===== src/osc_ctrl_pkg.sv =====
package osc_ctrl_pkg;

  // ---------------------------------------------------------------------------
  // Peripheral addressing
  // ---------------------------------------------------------------------------
  localparam logic [7:0] PERIPH_NUMBER = 8'h04;
  localparam logic [7:0] OFFSET_GENERAL = 8'h00;
  localparam logic [7:0] OFFSET_INTERNAL = 8'h01;
  localparam logic [7:0] OFFSET_CRYSTAL = 8'h02;

  // ---------------------------------------------------------------------------
  // Field positions
  // ---------------------------------------------------------------------------
  localparam int GEN_SOURCE_BIT = 0;
  localparam int GEN_RESET_ON_CHANGE_BIT = 1;
  localparam int INT_ENABLE_BIT = 0;
  localparam int INT_SLOW_BIT = 1;
  localparam int XTAL_ENABLE_BIT = 0;
  localparam int XTAL_BIAS_BIT = 1;

  // ---------------------------------------------------------------------------
  // Reset values
  // ---------------------------------------------------------------------------
  localparam logic RESET_RESET_ON_CHANGE = 1'b0;
  localparam logic RESET_INT_SLOW = 1'b0;
  localparam logic RESET_INT_ENABLE = 1'b1;
  localparam logic RESET_XTAL_BIAS = 1'b1;
  localparam logic RESET_XTAL_ENABLE = 1'b1;
  localparam logic RESET_SOURCE = 1'b0;

  // Tile reset pulse length in clock cycles
  localparam logic [3:0] TILE_RESET_CYCLES = 4'h4;

  // ---------------------------------------------------------------------------
  // Carriers
  // ---------------------------------------------------------------------------
  typedef struct packed {
    logic read;
    logic write;
    logic [7:0] periph;
    logic [7:0] offset;
    logic [7:0] wdata;
  } periph_req_t;

  typedef struct packed {
    logic source_internal;
    logic internal_enable;
    logic internal_slow;
    logic crystal_enable;
    logic crystal_bias;
  } osc_ctrl_t;

  typedef enum logic [1:0] {
    STRAP_WAIT = 2'b01,
    RUNNING = 2'b10
  } phase_t;

  typedef struct packed {
    phase_t phase;
    logic reset_on_change;
    osc_ctrl_t osc;
    logic [7:0] rdata;
    logic rvalid;
    logic tile_reset;
    logic [3:0] tile_reset_count;
  } state_t;

endpackage


===== src/oscillator_select_control.sv =====
`timescale 1ns/1ps
// Summary of operation
// - The block answers as peripheral 4 and every register access is an 8-bit read or write.
// - General bit 0 picks the clock source, 0 crystal and 1 internal, loaded from a strap.
// - With general bit 1 set a change of the source bit resets the tile; it resets to 0.
// - Internal control bit 1 picks fast (about 20 MHz) at 0 or slow (about 31,250 Hz) at 1.
// - Internal control bit 0 enables the internal oscillator, resets to 1, 0 stops it.
// - Crystal control bit 1 enables the crystal bias, resets to 1, 0 switches it off.
// - Crystal control bit 0 enables the crystal oscillator, resets to 1, 0 stops it.
module oscillator_select_control (
  input wire logic clock,
  input wire logic rst,
  input wire osc_ctrl_pkg::periph_req_t req,
  input wire logic source_strap,
  output logic [7:0] rdata,
  output logic rvalid,
  output osc_ctrl_pkg::osc_ctrl_t osc,
  output logic tile_reset
);

  osc_ctrl_pkg::state_t state;
  osc_ctrl_pkg::state_t next_state;

  // ---------------------------------------------------------------------------
  // Register images
  // ---------------------------------------------------------------------------
  function automatic logic [7:0] general_image(input osc_ctrl_pkg::state_t s);
    logic [7:0] v;
    v = 8'h00;
    v[osc_ctrl_pkg::GEN_SOURCE_BIT] = s.osc.source_internal;
    v[osc_ctrl_pkg::GEN_RESET_ON_CHANGE_BIT] = s.reset_on_change;
    return v;
  endfunction

  function automatic logic [7:0] internal_image(input osc_ctrl_pkg::state_t s);
    logic [7:0] v;
    v = 8'h00;
    v[osc_ctrl_pkg::INT_ENABLE_BIT] = s.osc.internal_enable;
    v[osc_ctrl_pkg::INT_SLOW_BIT] = s.osc.internal_slow;
    return v;
  endfunction

  function automatic logic [7:0] crystal_image(input osc_ctrl_pkg::state_t s);
    logic [7:0] v;
    v = 8'h00;
    v[osc_ctrl_pkg::XTAL_ENABLE_BIT] = s.osc.crystal_enable;
    v[osc_ctrl_pkg::XTAL_BIAS_BIT] = s.osc.crystal_bias;
    return v;
  endfunction

  // Unmapped offsets read as zero rather than echoing stale data
  function automatic logic [7:0] read_reg(input osc_ctrl_pkg::state_t s, input logic [7:0] off);
    logic [7:0] v;
    v = 8'h00;
    case (off)
      osc_ctrl_pkg::OFFSET_GENERAL: begin
        v = general_image(s);
      end
      osc_ctrl_pkg::OFFSET_INTERNAL: begin
        v = internal_image(s);
      end
      osc_ctrl_pkg::OFFSET_CRYSTAL: begin
        v = crystal_image(s);
      end
      default: begin
        v = 8'h00;
      end
    endcase
    return v;
  endfunction

  // ---------------------------------------------------------------------------
  // Write decode
  // ---------------------------------------------------------------------------
  // Only bits 1 and 0 are stored, so reserved write bits fall away here
  function automatic osc_ctrl_pkg::state_t apply_write(input osc_ctrl_pkg::state_t s,
                                                       input logic [7:0] off,
                                                       input logic [7:0] d);
    osc_ctrl_pkg::state_t n;
    n = s;
    case (off)
      osc_ctrl_pkg::OFFSET_GENERAL: begin
        n.osc.source_internal = d[osc_ctrl_pkg::GEN_SOURCE_BIT];
        n.reset_on_change = d[osc_ctrl_pkg::GEN_RESET_ON_CHANGE_BIT];
      end
      osc_ctrl_pkg::OFFSET_INTERNAL: begin
        n.osc.internal_slow = d[osc_ctrl_pkg::INT_SLOW_BIT];
        n.osc.internal_enable = d[osc_ctrl_pkg::INT_ENABLE_BIT];
      end
      osc_ctrl_pkg::OFFSET_CRYSTAL: begin
        n.osc.crystal_bias = d[osc_ctrl_pkg::XTAL_BIAS_BIT];
        n.osc.crystal_enable = d[osc_ctrl_pkg::XTAL_ENABLE_BIT];
      end
      default: begin
        // Writes to unmapped offsets are dropped
        n = s;
      end
    endcase
    return n;
  endfunction

  // ---------------------------------------------------------------------------
  // Tile reset counter
  // ---------------------------------------------------------------------------
  // A fresh change restarts the pulse, so the tile always sees the full length
  function automatic logic [3:0] tile_countdown(input logic [3:0] count, input logic restart);
    logic [3:0] n;
    n = count;
    if (restart) begin
      n = osc_ctrl_pkg::TILE_RESET_CYCLES;
    end else if (count != 4'h0) begin
      n = count - 4'h1;
    end
    return n;
  endfunction

  // ---------------------------------------------------------------------------
  // Next state
  // ---------------------------------------------------------------------------
  always_comb begin
    logic selected;
    logic changed;
    selected = 1'b0;
    changed = 1'b0;
    next_state = state;
    next_state.rvalid = 1'b0;
    selected = (req.periph == osc_ctrl_pkg::PERIPH_NUMBER);
    case (state.phase)
      osc_ctrl_pkg::STRAP_WAIT: begin
        // Strap is caught after release, never under the async reset
        next_state.osc.source_internal = source_strap;
        next_state.phase = osc_ctrl_pkg::RUNNING;
      end
      osc_ctrl_pkg::RUNNING: begin
        if (selected && req.write) begin
          next_state = apply_write(next_state, req.offset, req.wdata);
        end
        // Uses the enable held before this write, so one write sets both fields cleanly
        changed = state.reset_on_change &&
                  (next_state.osc.source_internal != state.osc.source_internal);
        next_state.tile_reset_count = tile_countdown(state.tile_reset_count, changed);
        if (selected && req.read) begin
          next_state.rdata = read_reg(state, req.offset);
          next_state.rvalid = 1'b1;
        end
      end
      default: next_state.phase = osc_ctrl_pkg::STRAP_WAIT;
    endcase
    next_state.tile_reset = (next_state.tile_reset_count != 4'h0);
  end

  // ---------------------------------------------------------------------------
  // State register
  // ---------------------------------------------------------------------------
  always_ff @(posedge clock or posedge rst) begin
    if (rst) begin
      state.phase <= osc_ctrl_pkg::STRAP_WAIT;
      state.reset_on_change <= osc_ctrl_pkg::RESET_RESET_ON_CHANGE;
      state.osc.source_internal <= osc_ctrl_pkg::RESET_SOURCE;
      state.osc.internal_enable <= osc_ctrl_pkg::RESET_INT_ENABLE;
      state.osc.internal_slow <= osc_ctrl_pkg::RESET_INT_SLOW;
      state.osc.crystal_enable <= osc_ctrl_pkg::RESET_XTAL_ENABLE;
      state.osc.crystal_bias <= osc_ctrl_pkg::RESET_XTAL_BIAS;
      state.rdata <= 8'h00;
      state.rvalid <= 1'b0;
      state.tile_reset <= 1'b0;
      state.tile_reset_count <= 4'h0;
    end else begin
      state <= next_state;
    end
  end

  assign rdata = state.rdata;
  assign rvalid = state.rvalid;
  assign osc = state.osc;
  assign tile_reset = state.tile_reset;

endmodule


===== config.mk =====
export PLATFORM = sky130hd
export DESIGN_NAME = oscillator_select_control
export DESIGN_NICKNAME = d
export VERILOG_FILES = /design/src/osc_ctrl_pkg.sv /design/src/oscillator_select_control.sv
export SDC_FILE = /design/constraint.sdc
export NUM_CORES = 1
export LEC_CHECK = 0
export BUFFER_PORTS_ARGS = -buffer_cell sky130_fd_sc_hd__buf_2
export CORE_MARGIN = 1.5
export CORE_UTILIZATION = 42
export CTS_BUF_LIST = sky130_fd_sc_hd__clkbuf_16
export CTS_CLUSTER_SIZE = 10
export DETAILED_ROUTE_END_ITERATION = 16
export PLACE_DENSITY = 0.77
export SKIP_CTS_REPAIR_TIMING = 1
export SYNTH_ARGS = -nofsm -noshare
export SYNTH_HDL_FRONTEND = slang
export SYNTH_SLANG_ARGS = --single-unit

===== constraint.sdc =====
create_clock -name clock -period 1.6 [get_ports clock]
set_input_delay 0.08 -clock clock [delete_from_list [all_inputs] [get_ports clock]]
set_output_delay 0.08 -clock clock [all_outputs]
set_load 0.03 [all_outputs]

==> results.tsv, run 1 <==
stage	metric	value	unit
status	status	complete, but fails checks	
status	failing checks	setup timing	
worst_setup_path	Setup crit start kind	flip-flop	
yosys	Distinct cells, synth	35	
cells_and_area	Layout Nets	167	
power_and_ir_drop	peak supply drop	537	uV
clock_tree	clock root cell	clkbuf_16	
route	via/cell ratio	5.12	
yosys	synthesized netlist cell count	97	
floorplan	Die Wd	52.2	um
grt	Total GRT Usage	0.177	
timing	Worst Slack Setup Final	-0.0501	ns
clock_tree	CTS buffer count	3	
route	drt first pass iters	4	
clock_tree	CTS tree	yes	
yosys	share of synthesized registers carrying an async set or reset	1.00	
route	Final Routed Wirelength	2.35	mm
yosys	Post-synth EDFFs	0	
yosys	mapped cell area	0.00102	mm2
route	M1 wire length	966	um
worst_setup_path	required time of the critical path	1.77	ns
timing	Hold Violations, Final	0	
floorplan	# rows	17	
floorplan	Die Y	52.2	um
placement	Post-Place Setup Slack	-0.119	ns
floorplan	core area	0.00225	mm2
power_and_ir_drop	PD cells	825	mW/mm2
timing	Tightest Pin Transition	0.607	ns
grt	first-pass GRT wire length	3.44	mm
worst_setup_path	CP Max Fanout	4	
placement	port bufs	31	
floorplan	starting density of the core	0.451	
clock_tree	# H-tree levels	1	
floorplan	I/O pins	44	
run	max cap viols	0	
route	routed length on met3	85	um
yosys	Synth area leaders	dfrtp_1 (30%), dfstp_2 (10%), buf_4 (9.6%)	
cells_and_area	diode count	0	
yosys	Most used DFF post-synth	dfrtp_1	
route	1st-iter DRT viols	3	
hold_path	Hold WC Path Type	in2reg	
route	met2 WL post-DR	1.26	mm
timing	relative slew slack	0.595	
route	DRC	0	
timing	fin crit share	1.03	
timing	RSZ-0062 raised after global routing	yes	
route	DR top layer	met4	
timing	final worst clock skew	0.00197	ns
cells_and_area	layout cells sized above 1	0.567	
floorplan	die area	0.00272	mm2
placement	Placed Area	0.00123	mm2
clock_tree	Worst-path clk slew	0.05	ns
yosys	register area share after synthesis	0.399	
route	routed len/inst	14.5	um
placement	dpl cells	157	
route	Antenna Nets Post-Route	0	
placement	hpwl dp	1.73	mm
grt	vias in the first global route	783	
cells_and_area	synthesis-to-finish area growth	35.7	%
yosys	synth cell count leaders	buf_4 (13), dfrtp_1 (12), mux2_2 (8)	
cells_and_area	final cell count without fillers	162	
grt	gr ovfl total	0	
timing	Max Freq	606	MHz
power_and_ir_drop	leakage	0.000698	uW
worst_setup_path	critical path class	reg2reg	
worst_setup_path	Max stage delay on crit path	0.54	ns
yosys	flip-flop and latch count after synthesis	16	
yosys	average size of a mapped cell	10.5	um2
timing	Setup violations, final	4	
yosys	most common cell in the netlist	buf_4	
timing	Slew Limit Fails	0	
timing	minimum clock period after layout	1.65	ns
yosys	share of the synthesized area in the top cell type	0.296	
worst_setup_path	arrival time at the worst endpoint	1.82	ns
placement	GPL Wtd Cong	0.853	
clock_tree	clk sinks	16	
worst_setup_path	critical path's slowest cell	dfstp_2	
yosys	Synth Warn #	0	
route	via count	830	
grt	largest net degree at the start of global routing	17	
clock_tree	insertion delay to the later sink of the worst-skew pair	0.25	ns
yosys	Synth area leader	dfrtp_1	
worst_setup_path	Cell Chain, Critical Path	inv_2, ha_4, nor4bb_4, and2_4, and3b_2, mux2_4	
clock_tree	CTS max path bufs	2	
worst_setup_path	Critical Path End Type	flip-flop	
grt	initial antenna violation count	0	
cells_and_area	Final Core Density	0.612	
power_and_ir_drop	Tot Pwr	1140	uW
cells_and_area	Final Cell Area	0.00138	mm2
[metrics by stage]
step | hold WS, ns | TNS [ns]
floorplan | -0.00912 | -0.159
global placement | 0.171 | -0.658
detailed placement | 0.189 | -1.04
CTS | -0.0730 | -0.419
global route | 0.107 | -0.378
finish | 0.100 | -0.156
[area by class of cell]
| cell class | count | area (um2) |
|---|---|---|
| fillers | 192 | 876 |
| multi-input cells | 66 | 601 |
| flip-flops and latches | 16 | 405 |
| repair buffers | 41 | 233 |
| clock buffers | 3 | 75.1 |
| well taps | 28 | 35.0 |
| inverters | 7 | 26.3 |
| clock inverters | 1 | 3.75 |
[critical path, delay by kind of cell (launching register included)]
family | cells | cell delay [ns]
DFF | 1 | 0.54
and+or+nand+nor | 3 | 0.53
muxes | 1 | 0.30
adders and majority gates | 1 | 0.16
buffers and inverters | 1 | 0.05
[where the power goes]
| part | leakage, uW | switching (uW) | internal (uW) |
|---|---|---|---|
| logic | 0.000456 | 120 | 96.9 |
| registers | 0.000204 | 13.7 | 421 |
| clock network | 0.0000385 | 155 | 332 |
[routing by layer]
layer	global-route usage	up-vias
met4	0.0726	0
met2	0.293	19
met5	0	-
li1	-	400
met3	0.0457	4
met1	0.216	407
[cell usage in the layout (no fill, tap or decap), types with 2 or more instances in the layout]
cell type   n
nor2_1      7
dfstp_2     4
mux2_4      4
mux2i_1     3
nor4_4      2
ha_1        2
dfrtp_1    12
inv_1       5
conb_1      6
nor3_1      2
buf_2      31
nor3_2      2
a2bb2oi_1   2
or4b_4      2
inv_2       2
clkbuf_16   3
mux2_2      4
nand2_1     5
buf_4       9
[state kept, by name, summed over array words and instances, names as in the netlist]
register / cells
state: 7
osc: 5
rdata: 2
rvalid: 1
tile_reset: 1
[final timing paths]
path | from | end | slack [ns] | depth (start not counted)
max | state[20] | osc[1] | -0.05 | 6
min | req[25] | rvalid | 0.10 | 3
max reg2reg | state[20] | osc[1] | -0.05 | 6
min reg2reg | rdata[1] | rdata[1] | 0.50 | 1
max in group asynchronous | rst | state[19] | 0.76 | 3
min in group asynchronous | rst | tile_reset | 0.45 | 3
[cell families (layout without fill, tap and decap cells)]
group | after synthesis | in the layout | share of synthesized area
compound gates | 9 | 9 | 0.0616
xor+xnor | 2 | 2 | 0.0172
fa+ha+maj | 3 | 3 | 0.0369
buf+inv | 20 | 52 | 0.122
flops | 16 | 16 | 0.399
mux | 11 | 11 | 0.118
other cells | 1 | 6 | 0.00369
simple gates | 35 | 35 | 0.241
(Power assumes the default switching activity.)
==> inputs of run 2 (changes only) <==
--- a/config.mk
+++ b/config.mk
@@ -12,7 +12,9 @@
 export CTS_CLUSTER_SIZE = 10
 export DETAILED_ROUTE_END_ITERATION = 16
 export PLACE_DENSITY = 0.77
+export RECOVER_POWER = 50
 export SKIP_CTS_REPAIR_TIMING = 1
+export SKIP_LAST_GASP = 1
 export SYNTH_ARGS = -nofsm -noshare
 export SYNTH_HDL_FRONTEND = slang
 export SYNTH_SLANG_ARGS = --single-unit
==> results.tsv, run 2 (synthesis gave the netlist of run 1 again) <==
stage	metric	value	unit
status	status	complete, but fails checks	
status	failing checks	setup timing	
hold_path	Hold Path Sink	rvalid	
cells_and_area	layout cells sized above 1	0.522	
placement	GPL Wtd Cong	0.853	
cells_and_area	Final Cell Area	0.00136	mm2
clock_tree	CTS tree	yes	
timing	RSZ-0062 raised after global routing	yes	
placement	Placed Area	0.00123	mm2
worst_setup_path	Critical Path End Type	flip-flop	
placement	Post-Place Setup Slack	-0.119	ns
timing	Max Freq	607	MHz
timing	Slew Limit Fails	0	
clock_tree	CTS buffer count	3	
run	max cap viols	0	
timing	final worst clock skew	0.000917	ns
floorplan	Die Wd	52.2	um
timing	relative slew slack	0.593	
power_and_ir_drop	Net Sw Power	288	uW
route	routed len/inst	14.6	um
timing	Worst Slack Setup Final	-0.0472	ns
cells_and_area	max reg flops	7	
power_and_ir_drop	sequential power share	0.384	
clock_tree	# H-tree levels	1	
cells_and_area	synthesis-to-finish area growth	34.2	%
worst_setup_path	arrival time at the worst endpoint	1.82	ns
cells_and_area	FF/Latch Area	405	um2
cells_and_area	Final Core Density	0.605	
timing	Hold Violations, Final	0	
clock_tree	Worst-path clk slew	0.05	ns
timing	Hold WS	0.0988	ns
route	DRC	0	
grt	Total GRT Usage	0.177	
route	Antenna Nets Post-Route	0	
grt	gr ovfl total	0	
placement	hpwl dp	1.73	mm
cells_and_area	commonest cells after routing, fill and taps aside	buf_2 (25), dfrtp_1 (12), buf_4 (9)	
clock_tree	CTS max path bufs	2	
worst_setup_path	Critical Path Start	state[20]	
floorplan	die area	0.00272	mm2
placement	port bufs	31	
clock_tree	clock root cell	clkbuf_16	
worst_setup_path	critical path class	reg2reg	
power_and_ir_drop	clock share of power	0.434	
route	Final Routed Wirelength	2.36	mm
route	via/cell ratio	5.15	
worst_setup_path	worst reg2reg startpoint	state[20]	
timing	Tightest Pin Transition	0.610	ns
worst_setup_path	required time of the critical path	1.77	ns
power_and_ir_drop	leakage	0.000671	uW
worst_setup_path	r2r setup slk	-0.05	ns
clock_tree	clk sinks	16	
floorplan	I/O pins	44	
floorplan	Die Y	52.2	um
hold_path	origin of the worst min-delay path	req[25]	
worst_setup_path	Setup crit start kind	flip-flop	
hold_path	Hold WC Path Type	in2reg	
power_and_ir_drop	Tot Pwr	1130	uW
grt	vias in the first global route	783	
grt	first-pass GRT wire length	3.44	mm
worst_setup_path	r2r endpoint	osc[1]	
cells_and_area	commonest non-fill, non-tap cell in the layout	buf_2	
timing	fin crit share	1.03	
power_and_ir_drop	Comb pwr share	0.182	
cells_and_area	FILL cells	194	
floorplan	# rows	17	
power_and_ir_drop	sw frac	0.255	
cells_and_area	Largest regs	state: 7 flops, osc: 5 flops, rdata: 2 flops	
floorplan	core area	0.00225	mm2
cells_and_area	Largest Register	state	
clock_tree	insertion delay to the later sink of the worst-skew pair	0.25	ns
cells_and_area	diode count	0	
worst_setup_path	CP Max Fanout	4	
power_and_ir_drop	PD cells	829	mW/mm2
timing	Setup violations, final	4	
route	drt first pass iters	2	
route	1st-iter DRT viols	3	
grt	initial antenna violation count	0	
timing	minimum clock period after layout	1.65	ns
route	via count	835	
power_and_ir_drop	peak supply drop	541	uV
hold_path	Hold Path Stages	3	
power_and_ir_drop	Int Pwr	843	uW
worst_setup_path	Register-to-Register Path Depth	6	
cells_and_area	area of the multi-input gates	593	um2
floorplan	starting density of the core	0.451	
cells_and_area	Layout Nets	167	
grt	largest net degree at the start of global routing	17	
-- run 2: cell types whose count changed in the layout (fill, tap and decap cells not counted), sizes merged --
cell	previous run	this run
clkbuf	3	9
buf	40	34
-- run 2: area by class of cell --
| cell class | count | share of cell area |
|---|---|---|
| multi-input cells | 66 | 0.435 |
| flip-flops and latches | 16 | 0.297 |
| repair buffers | 41 | 0.165 |
| clock buffers | 3 | 0.0550 |
| well taps | 28 | 0.0257 |
| inverters | 7 | 0.0193 |
| clock inverters | 1 | 0.00275 |
-- run 2: per-layer routing --
metal | vias to the layer above | routed length, um | global-route usage
li1 | 399 | - | -
met3 | 4 | 85 | 0.0457
met1 | 413 | 992 | 0.216
met5 | - | 0 | 0
met2 | 19 | 1250 | 0.293
met4 | 0 | 33 | 0.0726
-- run 2: power groups by stage --
stage	logic (uW)	registers (uW)	clock network [uW]
floorplan	123	436	0
global placement	161	438	0
detailed placement	169	438	0
CTS	174	432	499
global route	221	434	524
finish	206	434	491
-- run 2: worst max-delay path by stage --
stage            endpoint  slack (ns)  depth (start not counted)
2_1_floorplan      osc[2]       -0.08                          6
3_3_place_gp       osc[2]       -0.09                          5
3_5_place_dp    state[19]       -0.12                          6
4_1_cts        tile_reset       -0.12                          5
5_1_grt            osc[2]       -0.13                          6
6_report           osc[1]       -0.05                          6
-- run 2: worst max-delay path: stages (launching register included) --
cell and delay, ns:
dfstp_2 0.54, inv_2 0.05, ha_4 0.16, nor4bb_4 0.15, and2_4 0.15, and3b_2 0.23
mux2_4 0.30
-- run 2: stage by stage --
step	cells	setup TNS [ns]
global route	162	-0.385
floorplan	102	-0.159
detailed placement	157	-1.04
finish	162	-0.144
CTS	161	-0.419
global placement	157	-0.658
==> inputs of run 3 (changes only) <==
--- a/config.mk
+++ b/config.mk
@@ -13,7 +13,6 @@
 export DETAILED_ROUTE_END_ITERATION = 16
 export PLACE_DENSITY = 0.77
 export RECOVER_POWER = 50
-export SKIP_CTS_REPAIR_TIMING = 1
 export SKIP_LAST_GASP = 1
 export SYNTH_ARGS = -nofsm -noshare
 export SYNTH_HDL_FRONTEND = slang
==> constraint.sdc (replaced) <==
create_clock -name clock -period 1.36 [get_ports clock]
set_input_delay 0.068 -clock clock [delete_from_list [all_inputs] [get_ports clock]]
set_output_delay 0.068 -clock clock [all_outputs]
set_load 0.03 [all_outputs]
==> results.tsv, run 3 (synthesis gave the netlist of run 1 again) <==
stage	metric	value	unit
floorplan	die area	0.00272	mm2
timing	minimum clock period after layout	1.69	ns
floorplan	Die Wd	52.2	um
clock_tree	CTS buffer count	3	
clock_tree	clock root cell	clkbuf_16	
timing	Worst Slack Setup Final	-0.329	ns
placement	Placed Area	0.00129	mm2
cells_and_area	synthesis-to-finish area growth	52.6	%
floorplan	I/O pins	44	
hold_path	Hold WC Path Type	in2reg	
worst_setup_path	critical path's slowest cell	dfstp_2	
status	failing checks	setup timing	
clock_tree	Worst-path clk slew	0.05	ns
placement	GPL Wtd Cong	0.888	
cells_and_area	layout cells sized above 1	0.621	
cells_and_area	FILL cells	168	
worst_setup_path	Crit path max-delay family	simple AND/OR/NAND/NOR gates	
timing	final worst clock skew	0.00133	ns
placement	port bufs	31	
grt	Total GRT Usage	0.235	
timing	Final TNS setup	-2.93	ns
timing	Tightest Pin Transition	0.620	ns
route	1st-iter DRT viols	18	
route	Final Routed Wirelength	2.84	mm
timing	Hold WS	0.0902	ns
clock_tree	# H-tree levels	1	
run	max cap viols	0	
status	status	complete, but fails checks	
grt	gr ovfl total	0	
timing	Hold Violations, Final	0	
worst_setup_path	WP buf/inv	1	
worst_setup_path	arrival time at the worst endpoint	1.82	ns
cells_and_area	Largest Register	state	
clock_tree	clk sinks	16	
cells_and_area	Layout Nets	178	
floorplan	# rows	17	
power_and_ir_drop	leakage	0.000762	uW
cells_and_area	commonest non-fill, non-tap cell in the layout	buf_2	
grt	vias in the first global route	952	
grt	first-pass GRT wire length	4.57	mm
worst_setup_path	Max stage delay on crit path	0.37	ns
cells_and_area	Final Core Density	0.688	
route	routed len/inst	16.4	um
timing	Max Freq	592	MHz
timing	RSZ-0062 raised after global routing	yes	
worst_setup_path	Setup crit start kind	flip-flop	
worst_setup_path	critical path class	reg2reg	
floorplan	Die Y	52.2	um
timing	relative slew slack	0.586	
clock_tree	CTS tree	yes	
worst_setup_path	required time of the critical path	1.49	ns
route	via/cell ratio	5.43	
route	via count	940	
worst_setup_path	Cell Chain, Critical Path	inv_2, ha_4, nor4bb_4, nand2_2, nor4_4, mux2_4	
power_and_ir_drop	peak supply drop	664	uV
worst_setup_path	CP Max Fanout	3	
route	DRC	0	
grt	initial antenna violation count	0	
cells_and_area	Final Cell Area	0.00155	mm2
placement	hpwl dp	1.89	mm
placement	Post-Place Setup Slack	-0.387	ns
cells_and_area	max reg flops	7	
cells_and_area	diode count	0	
power_and_ir_drop	PD cells	899	mW/mm2
floorplan	core area	0.00225	mm2
floorplan	starting density of the core	0.451	
timing	Setup violations, final	13	
timing	Slew Limit Fails	0	
cells_and_area	commonest cells after routing, fill and taps aside	buf_2 (26), buf_4 (17), dfrtp_1 (12)	
clock_tree	CTS max path bufs	2	
route	drt first pass iters	4	
route	Antenna Nets Post-Route	0	
worst_setup_path	Critical Path End Type	flip-flop	
cells_and_area	Largest regs	state: 7 flops, osc: 5 flops, rdata: 2 flops	
grt	largest net degree at the start of global routing	17	
timing	fin crit share	1.24	
clock_tree	insertion delay to the later sink of the worst-skew pair	0.25	ns
==> run 3: changes by cell type in the layout (fill, tap and decap cells not counted), sizes merged <==
cell | before | now
clkbuf | 9 | 8
buf | 34 | 46
==> run 3: path summary, 6_finish.rpt <==
check / to / slack [ns] / depth (start not counted) / startpoint
hold / removal: state[19] / 0.09 / 2 / req[1]
min in group asynchronous: tile_reset / 0.44 / 3 / rst
max in group asynchronous: rdata[0] / 0.52 / 3 / rst
setup / recovery: osc[2] / -0.33 / 6 / state[20]
setup reg to reg: osc[2] / -0.33 / 6 / state[20]
hold reg to reg: rdata[1] / 0.51 / 1 / rdata[1]
==> run 3: repair_timing <==
action / CTS / global route
resized for setup: 22 / 5
pin swaps: 10 / 1
endpoints found under the setup margin: 14 / 13
hold buffers: 1 / 0
hold endpoints to repair: 12 / 0
buffers inserted: 7 / 1
==> run 3: cell type report <==
type / instances / area (um2) / share of cell area
Multi-Input combinational cell: 66 / 682 / 0.440
Sequential cell: 16 / 405 / 0.262
Timing Repair Buffer: 52 / 320 / 0.207
Clock buffer: 3 / 75.1 / 0.0484
Tap cell: 28 / 35.0 / 0.0226
Inverter: 7 / 28.8 / 0.0186
Clock inverter: 1 / 3.75 / 0.00242
==> run 3: per-layer routing <==
metal,GRT usage,share of wire,wire (um)
met1,0.257,0.37,1050
met2,0.449,0.55,1570
met3,0.0429,0.047,134
met4,0.0812,0.031,87
met5,0,0,0
==> run 3: through the flow <==
stage / cells / power [uW]
2_1_floorplan: 102 / 660
3_3_place_gp: 160 / 727
3_5_place_dp: 160 / 737
4_1_cts: 172 / 1380
5_1_grt: 173 / 1460
6_report: 173 / 1390
==> run 3: report_power, final <==
part | internal, uW | total [uW] | leakage, uW | switching, uW
Sequential | 495 | 516 | 0.000204 | 21.6
Combinational | 144 | 305 | 0.000520 | 160
Clock | 390 | 573 | 0.0000385 | 183
Total | 1030 | 1390 | 0.000762 | 365
